==> config.mk <==
export PLATFORM = sky130hd
export DESIGN_NAME = lcta_top
export DESIGN_NICKNAME = d
export VERILOG_FILES = /design/src/inc/lcta_pkg.sv /design/src/hw/lcta_pin_gen.sv /design/src/hw/lcta_top.sv /design/src/hw/lcta_trig_sync.sv
export VERILOG_INCLUDE_DIRS = /design/src /design/src/inc
export SDC_FILE = /design/constraint.sdc
export NUM_CORES = 1
export LEC_CHECK = 0
export BUFFER_PORTS_ARGS = -buffer_cell sky130_fd_sc_hd__buf_2
export CELL_PAD_IN_SITES_DETAIL_PLACEMENT = 2
export CELL_PAD_IN_SITES_GLOBAL_PLACEMENT = 2
export CORE_MARGIN = 2
export CORE_UTILIZATION = 40
export CTS_BUF_LIST = sky130_fd_sc_hd__clkbuf_2
export CTS_CLUSTER_SIZE = 25
export DETAILED_ROUTE_END_ITERATION = 8
export GPL_TIMING_DRIVEN = 0
export PLACE_DENSITY_LB_ADDON = 0.05
export SYNTH_ARGS = -nofsm -noshare
export SYNTH_HDL_FRONTEND = slang
export SYNTH_SLANG_ARGS = --single-unit
==> constraint.sdc <==
create_clock -name i_sys_clk -period 10.19 [get_ports i_sys_clk]
set_clock_uncertainty 0.05 [all_clocks]
set_input_delay 1.5285 -clock i_sys_clk [delete_from_list [all_inputs] [get_ports i_sys_clk]]
set_output_delay 1.5285 -clock i_sys_clk [all_outputs]
set_load 0.01 [all_outputs]
==> src/inc/lcta_params.svh <==
`ifndef LCTA_PARAMS_SVH
`define LCTA_PARAMS_SVH

// pixel slot map of one readout line (slots numbered from 1)
`define LCTA_LINE_SLOTS 12'h826
`define LCTA_DUMMY_A_LAST 12'h00c
`define LCTA_BLACK_LAST 12'h01e
`define LCTA_DUMMY_B_LAST 12'h020
`define LCTA_ACTIVE_LAST 12'h820

// sensor clock pulses to issue before the output is trusted
`define LCTA_WARMUP_PULSES 22500

// sensor clock half period in system clock cycles
`define LCTA_SCLK_HALF 4

// front end offset reset value giving a dark baseline near 1000 counts
`define LCTA_OFFSET_RESET 16'h03e8

// capacity of the spectrum store
`define LCTA_STORE_DEPTH 12'hfa0

// integration list depth and pin count
`define LCTA_LIST_DEPTH 16
`define LCTA_USER_PINS 6

`endif

==> src/inc/lcta_pkg.sv <==
`default_nettype none

package lcta_pkg;
   // acquisition trigger modes
   typedef enum logic [1:0] {
      MODE_ONE_SHOT,
      MODE_ONE_TRIG_FRAMES,
      MODE_TRIG_LIST
   } lcta_mode_type;

   // class of a pixel slot inside a line
   typedef enum logic [1:0] {
      PIX_DUMMY,
      PIX_BLACK,
      PIX_ACTIVE
   } lcta_pix_class_type;

   // user pin behaviour
   typedef enum logic [1:0] {
      PIN_LEVEL,
      PIN_PULSE,
      PIN_PWM
   } lcta_pin_mode_type;
endpackage

`default_nettype wire

==> src/hw/lcta_pin_gen.sv <==
`default_nettype none

module lcta_pin_gen #(
   parameter int CW = 16
) (
   input wire logic i_sys_clk,
   input wire logic i_reset,
   input wire lcta_pkg::lcta_pin_mode_type i_mode,
   input wire logic i_level,
   input wire logic i_fire,
   input wire logic [CW-1:0] i_period,
   input wire logic [CW-1:0] i_width,
   output logic o_pin
);
   import lcta_pkg::*;

   logic [CW-1:0] cnt_ff;
   logic busy_ff;

   // ---------------------------------------------------------------
   // shared counter serves both the one-shot and the pwm wave
   // ---------------------------------------------------------------
   always_ff @(posedge i_sys_clk or posedge i_reset) begin
      if (i_reset) begin
         cnt_ff <= '0;
         busy_ff <= 1'b0;
      end else if (i_mode == PIN_PWM) begin
         busy_ff <= 1'b0;
         cnt_ff <= (cnt_ff + 1'b1 >= i_period) ? '0 : cnt_ff + 1'b1;
      end else if (i_mode == PIN_PULSE && i_fire && !busy_ff) begin
         busy_ff <= 1'b1;
         cnt_ff <= '0;
      end else if (busy_ff) begin
         // retrigger while busy is ignored so pulse width stays exact
         cnt_ff <= cnt_ff + 1'b1;
         busy_ff <= (cnt_ff + 1'b1 < i_width);
      end
   end

   always_ff @(posedge i_sys_clk or posedge i_reset) begin
      if (i_reset) begin
         o_pin <= 1'b0;
      end else begin
         unique case (i_mode)
            PIN_LEVEL: o_pin <= i_level;
            PIN_PULSE: o_pin <= busy_ff;
            PIN_PWM: o_pin <= (cnt_ff < i_width);
            default: o_pin <= 1'b0;
         endcase
      end
   end
endmodule // lcta_pin_gen

`default_nettype wire

==> src/hw/lcta_top.sv <==
//Function
//- each line is 2086 slots: dummy, optical black, dummy, active 33-2080, dummy.
//- ignore sensor output until 22500 sensor clock pulses issued after reset.
//- expose-transfer-readout pipeline; line read belongs to the previous exposure.
//- no sample-and-hold; one reset level per pixel, front end does correlated double sampling.
//- pixel values are unsigned 16-bit counts, full scale 65535.
//- dark baseline near 1000 counts, front end offset adjustable by command.
//- single mode waits one trigger, then takes exactly one spectrum.
//- trigger edge selectable rising or falling; only that edge starts capture.
//- frames mode: one trigger captures preset count of back-to-back spectra.
//- list mode: one spectrum per trigger using next preloaded integration time.
//- captured spectra go to on-board store holding up to 4000 spectra.
//- upload to host held back until all programmed integrations finish.
//- dedicated output switches the external light source on.
//- two general outputs with software-set levels.
//- six user pins: software level, single pulse or pwm.
`include "lcta_params.svh"
`default_nettype none

module lcta_top #(
   parameter int WARMUP_PULSES = `LCTA_WARMUP_PULSES,
   parameter int SCLK_HALF = `LCTA_SCLK_HALF,
   parameter int LIST_DEPTH = `LCTA_LIST_DEPTH,
   parameter int PINS = `LCTA_USER_PINS,
   parameter int TW = 24
) (
   input wire logic i_sys_clk,
   input wire logic i_reset,
   // sensor and front end
   output logic o_ccd_clk,
   output logic o_xfer_gate,
   output logic o_corr_reset_smp,
   output logic o_corr_data_smp,
   output logic [15:0] o_afe_offset,
   input wire logic [15:0] i_afe_data,
   // acquisition control
   input wire lcta_pkg::lcta_mode_type i_mode,
   input wire logic i_edge_rising,
   input wire logic i_trig,
   input wire logic [TW-1:0] i_itime,
   input wire logic [11:0] i_frames,
   input wire logic [15:0] i_offset,
   input wire logic i_offset_load,
   input wire logic i_list_wr,
   input wire logic [$clog2(LIST_DEPTH)-1:0] i_list_addr,
   input wire logic [TW-1:0] i_list_data,
   input wire logic [$clog2(LIST_DEPTH):0] i_list_len,
   // spectrum store and host upload
   output logic o_pix_valid,
   output logic [15:0] o_pix_data,
   output logic [11:0] o_pix_slot,
   output lcta_pkg::lcta_pix_class_type o_pix_class,
   output logic [11:0] o_store_wr_idx,
   output logic o_spec_done,
   output logic [11:0] o_store_count,
   input wire logic i_spec_release,
   output logic o_upload_ready,
   output logic o_overflow,
   input wire logic i_overflow_clr,
   output logic o_warm,
   output logic o_busy,
   // extension connector outputs
   input wire logic i_light_on,
   output logic o_light_source_on,
   input wire logic i_user_out_zero,
   input wire logic i_user_out_one,
   output logic o_user_out_zero,
   output logic o_user_out_one,
   input wire lcta_pkg::lcta_pin_mode_type i_pin_mode [PINS],
   input wire logic [PINS-1:0] i_pin_level,
   input wire logic [PINS-1:0] i_pin_fire,
   input wire logic [15:0] i_pin_period,
   input wire logic [15:0] i_pin_width,
   output logic [PINS-1:0] o_user_pin
);
   import lcta_pkg::*;

   localparam int PW = $clog2(2 * SCLK_HALF);
   localparam int LW = $clog2(LIST_DEPTH);
   localparam logic [PW-1:0] PH_LAST = PW'(2 * SCLK_HALF - 1);
   localparam logic [PW-1:0] PH_HALF = PW'(SCLK_HALF);
   localparam logic [15:0] WARM_LAST = 16'(WARMUP_PULSES - 1);

   // ---------------------------------------------------------------
   // slot classification, used only for output tagging; store gating does not use it
   // ---------------------------------------------------------------
   // slot map
   function automatic lcta_pix_class_type slot_class(input logic [11:0] s);
      if (s <= `LCTA_DUMMY_A_LAST) return PIX_DUMMY;
      if (s <= `LCTA_BLACK_LAST) return PIX_BLACK;
      if (s <= `LCTA_DUMMY_B_LAST) return PIX_DUMMY;
      if (s <= `LCTA_ACTIVE_LAST) return PIX_ACTIVE;
      return PIX_DUMMY;
   endfunction

   logic [PW-1:0] phase_ff;
   logic pix_tick;
   logic [11:0] slot_ff;
   logic line_end;
   logic [15:0] warm_cnt_ff;
   logic warm_ff;
   logic [TW-1:0] expo_cnt_ff;
   logic [TW-1:0] itime_cur_ff;
   logic xfer;
   logic exp_cap_ff;
   logic rd_cap_ff;
   logic keep_ff;
   logic [11:0] frames_left_ff;
   logic [LW-1:0] list_idx_ff;
   logic [TW-1:0] list_mem [LIST_DEPTH];
   logic seq_open_ff;
   logic trig_edge;
   logic trig_take;
   logic busy;
   logic [11:0] store_cnt_ff;
   logic store_full;
   logic line_kept;

   // ---------------------------------------------------------------
   // sensor clock divider and correlated double sampling strobes
   // ---------------------------------------------------------------
   always_ff @(posedge i_sys_clk or posedge i_reset) begin
      if (i_reset) begin
         phase_ff <= '0;
      end else begin
         phase_ff <= (phase_ff == PH_LAST) ? '0 : phase_ff + 1'b1;
      end
   end

   assign pix_tick = (phase_ff == PH_LAST);

   // reset then data sample per pixel
   always_ff @(posedge i_sys_clk or posedge i_reset) begin
      if (i_reset) begin
         o_ccd_clk <= 1'b0;
         o_corr_reset_smp <= 1'b0;
         o_corr_data_smp <= 1'b0;
      end else begin
         o_ccd_clk <= (phase_ff < PH_HALF);
         o_corr_reset_smp <= (phase_ff == PW'(1));
         o_corr_data_smp <= (phase_ff == PH_HALF + PW'(1));
      end
   end

   always_ff @(posedge i_sys_clk or posedge i_reset) begin
      if (i_reset) begin
         o_afe_offset <= `LCTA_OFFSET_RESET;
      end else if (i_offset_load) begin
         o_afe_offset <= i_offset;
      end
   end

   // ---------------------------------------------------------------
   // warm-up count of sensor clock pulses
   // ---------------------------------------------------------------
   // hold off until enough pulses
   always_ff @(posedge i_sys_clk or posedge i_reset) begin
      if (i_reset) begin
         warm_cnt_ff <= '0;
         warm_ff <= 1'b0;
      end else if (pix_tick && !warm_ff) begin
         warm_cnt_ff <= warm_cnt_ff + 1'b1;
         warm_ff <= (warm_cnt_ff == WARM_LAST);
      end
   end

   // ---------------------------------------------------------------
   // line slot counter, runs free so the sensor is always flushed
   // ---------------------------------------------------------------
   always_ff @(posedge i_sys_clk or posedge i_reset) begin
      if (i_reset) begin
         slot_ff <= 12'h001;
      end else if (pix_tick) begin
         slot_ff <= (slot_ff == `LCTA_LINE_SLOTS) ? 12'h001 : slot_ff + 12'h001;
      end
   end

   assign line_end = pix_tick && (slot_ff == `LCTA_LINE_SLOTS);

   // ---------------------------------------------------------------
   // exposure timer; transfer only at a line boundary, so the
   // shortest exposure is one line readout
   // ---------------------------------------------------------------
   always_ff @(posedge i_sys_clk or posedge i_reset) begin
      if (i_reset) begin
         expo_cnt_ff <= '0;
      end else if (xfer) begin
         expo_cnt_ff <= '0;
      end else if (pix_tick && expo_cnt_ff != '1) begin
         expo_cnt_ff <= expo_cnt_ff + 1'b1;
      end
   end

   // transfer ends one exposure
   // one spare bit so a saturated timer cannot wrap and stall the transfer
   assign xfer = line_end && ((TW+1)'(expo_cnt_ff) + (TW+1)'(1) >= (TW+1)'(itime_cur_ff));

   always_ff @(posedge i_sys_clk or posedge i_reset) begin
      if (i_reset) begin
         o_xfer_gate <= 1'b0;
      end else if (pix_tick) begin
         o_xfer_gate <= xfer;
      end
   end

   // ---------------------------------------------------------------
   // trigger intake
   // ---------------------------------------------------------------
   lcta_trig_sync u_trig (
      .i_sys_clk(i_sys_clk),
      .i_reset(i_reset),
      .i_trig(i_trig),
      .i_rising(i_edge_rising),
      .o_edge(trig_edge)
   );

   assign busy = (frames_left_ff != '0) || exp_cap_ff || rd_cap_ff;
   assign trig_take = trig_edge && warm_ff && !busy;

   // integration list, written by software before the triggers arrive
   always_ff @(posedge i_sys_clk) begin
      if (i_list_wr) begin
         list_mem[i_list_addr] <= i_list_data;
      end
   end

   // ---------------------------------------------------------------
   // frame sequencing: pending frames enter the exposure pipe
   // one per transfer, with no idle exposure between them
   // ---------------------------------------------------------------
   always_ff @(posedge i_sys_clk or posedge i_reset) begin
      if (i_reset) begin
         frames_left_ff <= '0;
         exp_cap_ff <= 1'b0;
         rd_cap_ff <= 1'b0;
         itime_cur_ff <= TW'(`LCTA_LINE_SLOTS);
      end else begin
         if (trig_take) begin
            unique case (i_mode)
               MODE_ONE_SHOT: frames_left_ff <= 12'h001;
               MODE_ONE_TRIG_FRAMES: frames_left_ff <= i_frames;
               MODE_TRIG_LIST: frames_left_ff <= 12'h001;
               default: frames_left_ff <= 12'h000;
            endcase
         end else if (xfer) begin
            rd_cap_ff <= exp_cap_ff;
            exp_cap_ff <= (frames_left_ff != '0);
            if (frames_left_ff != '0) begin
               frames_left_ff <= frames_left_ff - 12'h001;
               itime_cur_ff <= (i_mode == MODE_TRIG_LIST) ? list_mem[list_idx_ff] : i_itime;
            end else begin
               itime_cur_ff <= TW'(`LCTA_LINE_SLOTS);
            end
         end
      end
   end

   // list position steps as each capture starts, so the first capture uses entry zero
   always_ff @(posedge i_sys_clk or posedge i_reset) begin
      if (i_reset) begin
         list_idx_ff <= '0;
         seq_open_ff <= 1'b0;
      end else if (xfer && frames_left_ff != '0) begin
         if (i_mode == MODE_TRIG_LIST) begin
            list_idx_ff <= list_idx_ff + 1'b1;
            seq_open_ff <= ({1'b0, list_idx_ff} + 1'b1 < i_list_len);
            if ({1'b0, list_idx_ff} + 1'b1 >= i_list_len) begin
               list_idx_ff <= '0;
            end
         end
      end
   end

   // ---------------------------------------------------------------
   // pixel output toward the spectrum store
   // ---------------------------------------------------------------
   assign store_full = (store_cnt_ff >= `LCTA_STORE_DEPTH);

   // decide keep or drop per line
   always_ff @(posedge i_sys_clk or posedge i_reset) begin
      if (i_reset) begin
         keep_ff <= 1'b0;
      end else if (xfer) begin
         keep_ff <= exp_cap_ff && !store_full;
      end
   end

   always_ff @(posedge i_sys_clk or posedge i_reset) begin
      if (i_reset) begin
         o_pix_valid <= 1'b0;
         o_pix_data <= 16'h0000;
         o_pix_slot <= 12'h000;
         o_pix_class <= PIX_DUMMY;
      end else begin
         o_pix_valid <= pix_tick && warm_ff && rd_cap_ff && keep_ff;
         if (pix_tick) begin
            o_pix_data <= i_afe_data;
            o_pix_slot <= slot_ff;
            o_pix_class <= slot_class(slot_ff);
         end
      end
   end

   assign line_kept = line_end && rd_cap_ff && keep_ff;

   always_ff @(posedge i_sys_clk or posedge i_reset) begin
      if (i_reset) begin
         o_spec_done <= 1'b0;
      end else begin
         o_spec_done <= line_kept;
      end
   end

   always_ff @(posedge i_sys_clk or posedge i_reset) begin
      if (i_reset) begin
         store_cnt_ff <= '0;
         o_store_wr_idx <= '0;
      end else begin
         if (line_kept) begin
            o_store_wr_idx <= (o_store_wr_idx == `LCTA_STORE_DEPTH - 12'h001) ?
               12'h000 : o_store_wr_idx + 12'h001;
         end
         if (line_kept && !(i_spec_release && store_cnt_ff != '0)) begin
            store_cnt_ff <= store_cnt_ff + 12'h001;
         end else if (!line_kept && i_spec_release && store_cnt_ff != '0) begin
            store_cnt_ff <= store_cnt_ff - 12'h001;
         end
      end
   end

   always_ff @(posedge i_sys_clk or posedge i_reset) begin
      if (i_reset) begin
         o_overflow <= 1'b0;
      end else if (xfer && exp_cap_ff && store_full) begin
         o_overflow <= 1'b1;
      end else if (i_overflow_clr) begin
         o_overflow <= 1'b0;
      end
   end

   assign o_upload_ready = !busy && !seq_open_ff && (store_cnt_ff != '0);
   assign o_store_count = store_cnt_ff;
   assign o_warm = warm_ff;
   assign o_busy = busy;

   // ---------------------------------------------------------------
   // extension connector outputs
   // ---------------------------------------------------------------
   always_ff @(posedge i_sys_clk or posedge i_reset) begin
      if (i_reset) begin
         o_light_source_on <= 1'b0;
         o_user_out_zero <= 1'b0;
         o_user_out_one <= 1'b0;
      end else begin
         o_light_source_on <= i_light_on;
         o_user_out_zero <= i_user_out_zero;
         o_user_out_one <= i_user_out_one;
      end
   end

   for (genvar k = 0; k < PINS; k++) begin : g_pin
      lcta_pin_gen #(
         .CW(16)
      ) u_pin (
         .i_sys_clk(i_sys_clk),
         .i_reset(i_reset),
         .i_mode(i_pin_mode[k]),
         .i_level(i_pin_level[k]),
         .i_fire(i_pin_fire[k]),
         .i_period(i_pin_period),
         .i_width(i_pin_width),
         .o_pin(o_user_pin[k])
      );
   end
endmodule // lcta_top

`default_nettype wire

==> src/hw/lcta_trig_sync.sv <==
`default_nettype none

module lcta_trig_sync (
   input wire logic i_sys_clk,
   input wire logic i_reset,
   input wire logic i_trig,
   input wire logic i_rising,
   output logic o_edge
);
   import lcta_pkg::*;

   logic meta_ff;
   logic sync_ff;
   logic last_ff;

   // ---------------------------------------------------------------
   // two-stage synchroniser, then edge history
   // ---------------------------------------------------------------
   // two stage sync
   always_ff @(posedge i_sys_clk or posedge i_reset) begin
      if (i_reset) begin
         meta_ff <= 1'b0;
         sync_ff <= 1'b0;
         last_ff <= 1'b0;
      end else begin
         meta_ff <= i_trig;
         sync_ff <= meta_ff;
         last_ff <= sync_ff;
      end
   end

   assign o_edge = i_rising ? (sync_ff & ~last_ff) : (~sync_ff & last_ff);
endmodule // lcta_trig_sync

`default_nettype wire

==> flow_summary.ini, run 1 <==
[logic_synthesis]
ys_seq_elements = 675
synth_compound_area_share_pct = 9.85
synthMuxAreaShare_pct = 10.1
synthSimpleGateAreaFrac_pct = 9.87
syn-instance-count = 2808
synth_edf_count = 384
synth-xor-area-share_pct = 3.84
async_flop_share_pct = 43.1
synth_nets = 3311
avgSynthCellArea_sq_um = 12.8
ys_types = 82
ys_warn_count = 0
netlist_area_sq_um = 35800
synth_top_area_share_pct = 32.2
yosys.area_share.adder_pct = 11.6
synth_most_common_cell = edfxtp_1
yosysSeqAreaShare_pct = 52.5
synth_ff_type = edfxtp_1
synthTopCellsByCount = edfxtp_1, ha_1, dfrtp_1, nand2_1, nor2_1
synth_top_family_by_area = adder cells
ys_top_cells_by_area = edfxtp_1, dfrtp_1, ha_1
yosysTopAreaCell = edfxtp_1

[flow_run]
maxCapViolations = 0

[detailed_routing]
met1_length_um = 51400
wl_per_cell_um = 26.5
highest_layer = met5
vias = 26500
detail_route.vias_per_cell = 5.75
wirelength_um = 122000
dr.pass1.iters = 6
dr_wl_met2_um = 60600
ant_nets = 0
drt_iter0_drc = 1626
wl_met3_um = 6780
drcViolationCount = 0

[timing]
whs_ps = 203
slew_headroom_pct = 9.73
final_hold_viol_count = 0
worst_pin_slew_ps = 1340
finalSetupTns_ps = 0
rsz0062_at_grt = false
max_freq_mhz = 163
fin_crit_sh_pct = 60.2
period_minus_slack_ps = 6140
slew_viol_final = 0
finalSetupViolCount = 0

[grt]
grt_first_pass_wirelength_um = 184000
grt_pass1_vias = 29400
antenna_found_initial = 15
grt_max_degree = 101
overflow = 0
grt_usage_pct = 26.9

[clocking]
cts.sinks = 675
h-tree-depth = 4
root_buffer = clkbuf_2
ctsHoldBuffers = 6
numCtsBuffers = 182
cts_tree = built
ctsLongestPathBuffers = 3
cts_repair_resize_count = 0
cts_setup_buffers = 0
clk_pin_slew_worst_paths_ps = 100
insertion_delay_ps = 1600

[power_and_ir_drop]
finalPower_mw = 6.67
p_leak_nw = 17.8
peakVddDrop_v = 0.000122
p_per_area_nw_per_um2 = 163

[outcome]
status = complete, no violations

[final_layout]
area_delta_synth_final_pct = 14.5
fillers = 8993
num-nets-final = 3784
drive_above_1_share_pct = 23.7
final_core_util_pct = 46.3

[setup_path]
crit_path_end_kind = output pin
cpMaxStageDelayCell = or4b_4
critPathKind = reg2out
critPathMaxFanout = 7
crit_required_ps = 8610
r2r_setup_slack_ps = 4580
crit_path_frequent_cell = buf_2
arrival_ps = 4560
slowest_delay_ps = 550
crit_chain = inv_1 -> ha_1 -> or3b_1 -> or4_1 -> buf_2 -> or4b_4 -> or3_4 -> nor3b_1 -> buf_2
start_kind = flop

[floorplanning]
start_util_pct = 40.4
core-area_sq_um = 88600
die_area_sq_um = 92000
die_x_um = 303
num_io_pins = 259
chipHeight_um = 303
num_rows = 109

[place]
gp_congestion = 0.793
dpl.hpwl_um = 85800
port_buffers = 257

[hold_path]
hold_path_class = in2reg
worst max-delay path, delay by kind of cell (launching register included):
family / cells / cell delay (ps)
AND/OR/NAND/NOR: 5 / 1960
buffers and inverters: 3 / 470
flip-flops: 1 / 400
adder cells (fa/ha/maj): 1 / 230
report_power, final:
| part | internal, mW | total (mW) | switching (mW) | leakage (nW) |
|---|---|---|---|---|
| Clock | 0.783 | 2.09 | 1.31 | 1.29 |
| Sequential | 3.04 | 3.22 | 0.186 | 7.21 |
| Combinational | 0.572 | 1.36 | 0.786 | 9.31 |
| Total | 4.39 | 6.67 | 2.28 | 17.8 |
metal layers:
layer,global-route usage [%],vias up
li1,-,11800
met1,34.3,13700
met2,46.2,778
met3,4.92,227
met4,8.96,14
met5,0,-
final timing paths:
path                                               start                        end  cells after the start
max in group asynchronous                        i_reset  g_pin[0].u_pin.cnt_ff[13]                      5
worst max-delay path                   frames_left_ff[0]             o_upload_ready                      9
min in group asynchronous                        i_reset            o_afe_offset[0]                      3
worst min register to register            u_trig.meta_ff             u_trig.sync_ff                      0
worst max register to register  g_pin[2].u_pin.cnt_ff[3]  g_pin[2].u_pin.cnt_ff[12]                     17
worst min-delay path                      i_overflow_clr                 o_overflow                      2
flip-flops by register name (all words and copies together), names as in the netlist, 3 cells and up:
name / count
g_pin.u_pin.cnt_ff: 96
o_store_wr_idx: 12
g_pin.u_pin.busy_ff: 6
g_pin.u_pin.o_pin: 6
o_pix_slot: 12
phase_ff: 3
o_afe_offset: 16
frames_left_ff: 12
o_store_count: 12
itime_cur_ff: 24
o_pix_data: 16
list_idx_ff: 4
slot_ff: 12
list_mem: 384
expo_cnt_ff: 24
warm_cnt_ff: 16
cells in the final DEF, fill, tap and decap left out, types with 48 or more instances in the layout:
cell type and n:
nand3_1 84, a21o_1 62, a21oi_1 134, mux4_2 120
buf_2 265, a22o_1 51, inv_1 96, clkbuf_2 266
xor2_1 65, ha_1 332, and3_1 48, edfxtp_1 384
mux2_2 49, o21ai_0 126, nor2_1 131, dfrtp_1 280
clkbuf_1 51, xnor2_1 92, nand2_1 201
kinds of logic (layout without fill, tap and decap cells):
kind of cell,after synthesis,count (layout)
AND/OR/NAND/NOR,704,704
flip-flops,675,675
AO/OA/AOI/OAI,548,548
adder cells (fa/ha/maj),333,333
multiplexers,206,206
buffers and inverters,185,803
XOR/XNOR,157,157
other,0,12
through the flow:
stage	cell area, sq um	worst slack (ps)	cells
global route	41000	3740	4597
detailed placement	39200	4470	4256
CTS	41000	3860	4591
floorplan	35800	596	2808
global placement	38600	-3870	4230
finish	41000	4050	4603
final cells by class:
type,count,area [sq um],area share [%]
diodes,12,30.0,0.0732
plain buffers,86,382,0.930
clock buffers,266,1330,3.25
clock inverters,63,398,0.970
inverters,99,384,0.937
multi-input cells,1948,16400,39.9
flip-flops and latches,675,18800,45.9
well taps,1165,1460,3.55
repair buffers,289,1850,4.50
Power figures use the tool's default switching activity.
==> run 2, diff against run 1 <==
--- a/config.mk
+++ b/config.mk
@@ -10,7 +10,7 @@
 export CELL_PAD_IN_SITES_DETAIL_PLACEMENT = 2
 export CELL_PAD_IN_SITES_GLOBAL_PLACEMENT = 2
 export CORE_MARGIN = 2
-export CORE_UTILIZATION = 40
+export CORE_UTILIZATION = 44
 export CTS_BUF_LIST = sky130_fd_sc_hd__clkbuf_2
 export CTS_CLUSTER_SIZE = 25
 export DETAILED_ROUTE_END_ITERATION = 8
==> constraint.sdc (replaced) <==
create_clock -name i_sys_clk -period 6.4 [get_ports i_sys_clk]
set_clock_uncertainty 0.05 [all_clocks]
set_input_delay 0.96 -clock i_sys_clk [delete_from_list [all_inputs] [get_ports i_sys_clk]]
set_output_delay 0.96 -clock i_sys_clk [all_outputs]
set_load 0.01 [all_outputs]
==> run 2 against run 1 <==
Against the previous run:
- die area down 9.0%
- register-to-register slack worse by 4000 ps
- sequential power increased by 61%
- combinational power rose by 78%
- count of clock-buffer cells in the layout fell by 1
- cell count rose by 0.89%
- design area increased by 3.4%
- hold slack lost 39 ps
- flip-flop and latch count is the same
- setup slack worse by 3400 ps
- largest power group unchanged
==> flow_summary.ini, run 2 (synthesis results as in run 1) <==
[outcome]
status = complete, no violations

[final_layout]
fin_cells = 4644
top_regs = list_mem: 384 flops, g_pin.u_pin.cnt_ff: 96 flops
area_delta_synth_final_pct = 18.3
largest_register_ffs = 384
multiInputGateArea_sq_um = 16400
fillers = 7814
top_register = list_mem
seq_area_sq_um = 18800
final_common_cell = edfxtp_1
layout_common_cells = edfxtp_1, ha_1, dfrtp_1
num-nets-final = 3931
drive_above_1_share_pct = 23.0

[timing]
finalSetupViolCount = 0
fin_crit_sh_pct = 90.4
max_freq_mhz = 173
worst_pin_slew_ps = 1370
final_hold_viol_count = 0
period_minus_slack_ps = 5790
rsz0062_at_grt = false
slew_headroom_pct = 7.89
finalSetupTns_ps = 0
slew_viol_final = 0

[setup_path]
arrival_ps = 7120
critPathMaxFanout = 10
slowest_delay_ps = 760
crit_required_ps = 7740
crit_path_frequent_cell = nand3_1
crit_chain = clkbuf_1 -> and3_1 -> nand3_1 -> or2_2 -> nor3_1 -> nand3_1 -> xnor2_1 -> ha_1 -> and4_1 -> o311a_1 -> a21oi_1 -> o21ai_0 -> o41ai_2 -> clkbuf_1 -> buf_2 -> nand3_1 -> o21ai_0
crit_path_end_kind = flop
cp_top_family = simple AND/OR/NAND/NOR gates
crit_buf_inv = 3
start_kind = flop
critPathKind = reg2reg
cpMaxStageDelayCell = o41ai_2

[floorplanning]
num_rows = 104
num_io_pins = 259
die_x_um = 289
core-area_sq_um = 80500
start_util_pct = 44.5
die_area_sq_um = 83700
chipHeight_um = 289

[clocking]
h-tree-depth = 4
insertion_delay_ps = 1520
ctsHoldBuffers = 146
numCtsBuffers = 183
cts_repair_resize_count = 0
cts_setup_buffers = 0
ctsLongestPathBuffers = 3
clk_pin_slew_worst_paths_ps = 160
root_buffer = clkbuf_2
cts.sinks = 675
cts_tree = built

[grt]
overflow = 0
antenna_found_initial = 8
grt_usage_pct = 34.2
grt_max_degree = 42
grt_pass1_vias = 32000
grt_first_pass_wirelength_um = 211000

[detailed_routing]
detail_route.vias_per_cell = 6.13
vias = 28500
dr.pass1.iters = 7
ant_nets = 0
wirelength_um = 143000
drcViolationCount = 0
drt_iter0_drc = 2229
wl_per_cell_um = 30.8

[flow_run]
maxCapViolations = 0

[power_and_ir_drop]
p_per_area_nw_per_um2 = 265
peakVddDrop_v = 0.000228
p_leak_nw = 18.5

[place]
dp_cells = 4156
gp_congestion = 0.797
dpl.hpwl_um = 88200
port_buffers = 257

[hold_path]
hold_path_class = in2reg
[run 2: cell types whose count changed in the layout (fill, tap and decap cells not counted), moves of 2 or more]
cell / delta
inv_12: +3
buf_8: +2
buf_16: -6
buf_12: +11
clkinv_2: +3
clkinv_1: +2
dlygate4sd3_1: +140
clkinv_8: -2
diode_2: -6
[run 2: worst paths after layout]
| kind | from | end | slack, ps | cells after the start |
|---|---|---|---|---|
| worst max-delay path | g_pin[2].u_pin.cnt_ff[2] | g_pin[2].u_pin.cnt_ff[11] | 610 | 17 |
| worst min-delay path | i_user_out_one | o_user_out_one | 160 | 2 |
| worst max register to register | g_pin[2].u_pin.cnt_ff[2] | g_pin[2].u_pin.cnt_ff[11] | 610 | 17 |
| worst min register to register | u_trig.meta_ff | u_trig.sync_ff | 310 | 0 |
| max in group asynchronous | i_reset | slot_ff[0] | 4090 | 8 |
| min in group asynchronous | i_reset | g_pin[3].u_pin.busy_ff | 700 | 4 |
[run 2: final cells by class]
cell class	count	area share (%)
inverters	99	0.897
repair buffers	435	7.83
flip-flops and latches	675	44.4
well taps	1060	3.13
diodes	6	0.0354
plain buffers	86	0.900
clock inverters	70	1.06
multi-input cells	1948	38.6
clock buffers	265	3.13
[run 2: report_power, final]
part	leakage (nW)	switching [mW]	total [mW]	internal [mW]
Sequential	7.21	0.332	5.17	4.84
Combinational	9.93	1.42	2.42	1.00
Clock	1.32	2.38	3.65	1.27
[run 2: metal layers]
metal,share of wire [%],up-vias,GRT usage [%]
li1,-,12000,-
met2,50,1314,58.7
met4,5.5,6,18.7
met3,6.5,443,6.59
met1,38,14700,40.6
met5,0.027,-,0
[run 2: per-stage QoR]
step / cell area (sq um) / setup slack (ps) / hold WS (ps) / power, mW / utilization, %
CTS: 42400 / 472 / 0.876 / 11.0 / 52.6
detailed placement: 39100 / 784 / 301 / 7.44 / 48.6
global route: 42400 / 322 / 63.3 / 11.8 / 52.6
global placement: 38500 / -648 / 287 / 7.10 / 47.7
floorplan: 35800 / 1540 / 281 / 6.52 / -
finish: 42400 / 614 / 163 / 11.2 / 52.6
[run 2: worst register-to-register path, delay by kind of cell (launching register included)]
family                     cells  cell delay (ps)
xor gates and xnor gates       1              320
AOI/OAI and AO/OA              5             1380
adders and majority gates      1              320
buffers and inverters          3             1280
DFF                            1              450
and+or+nand+nor                7             1880
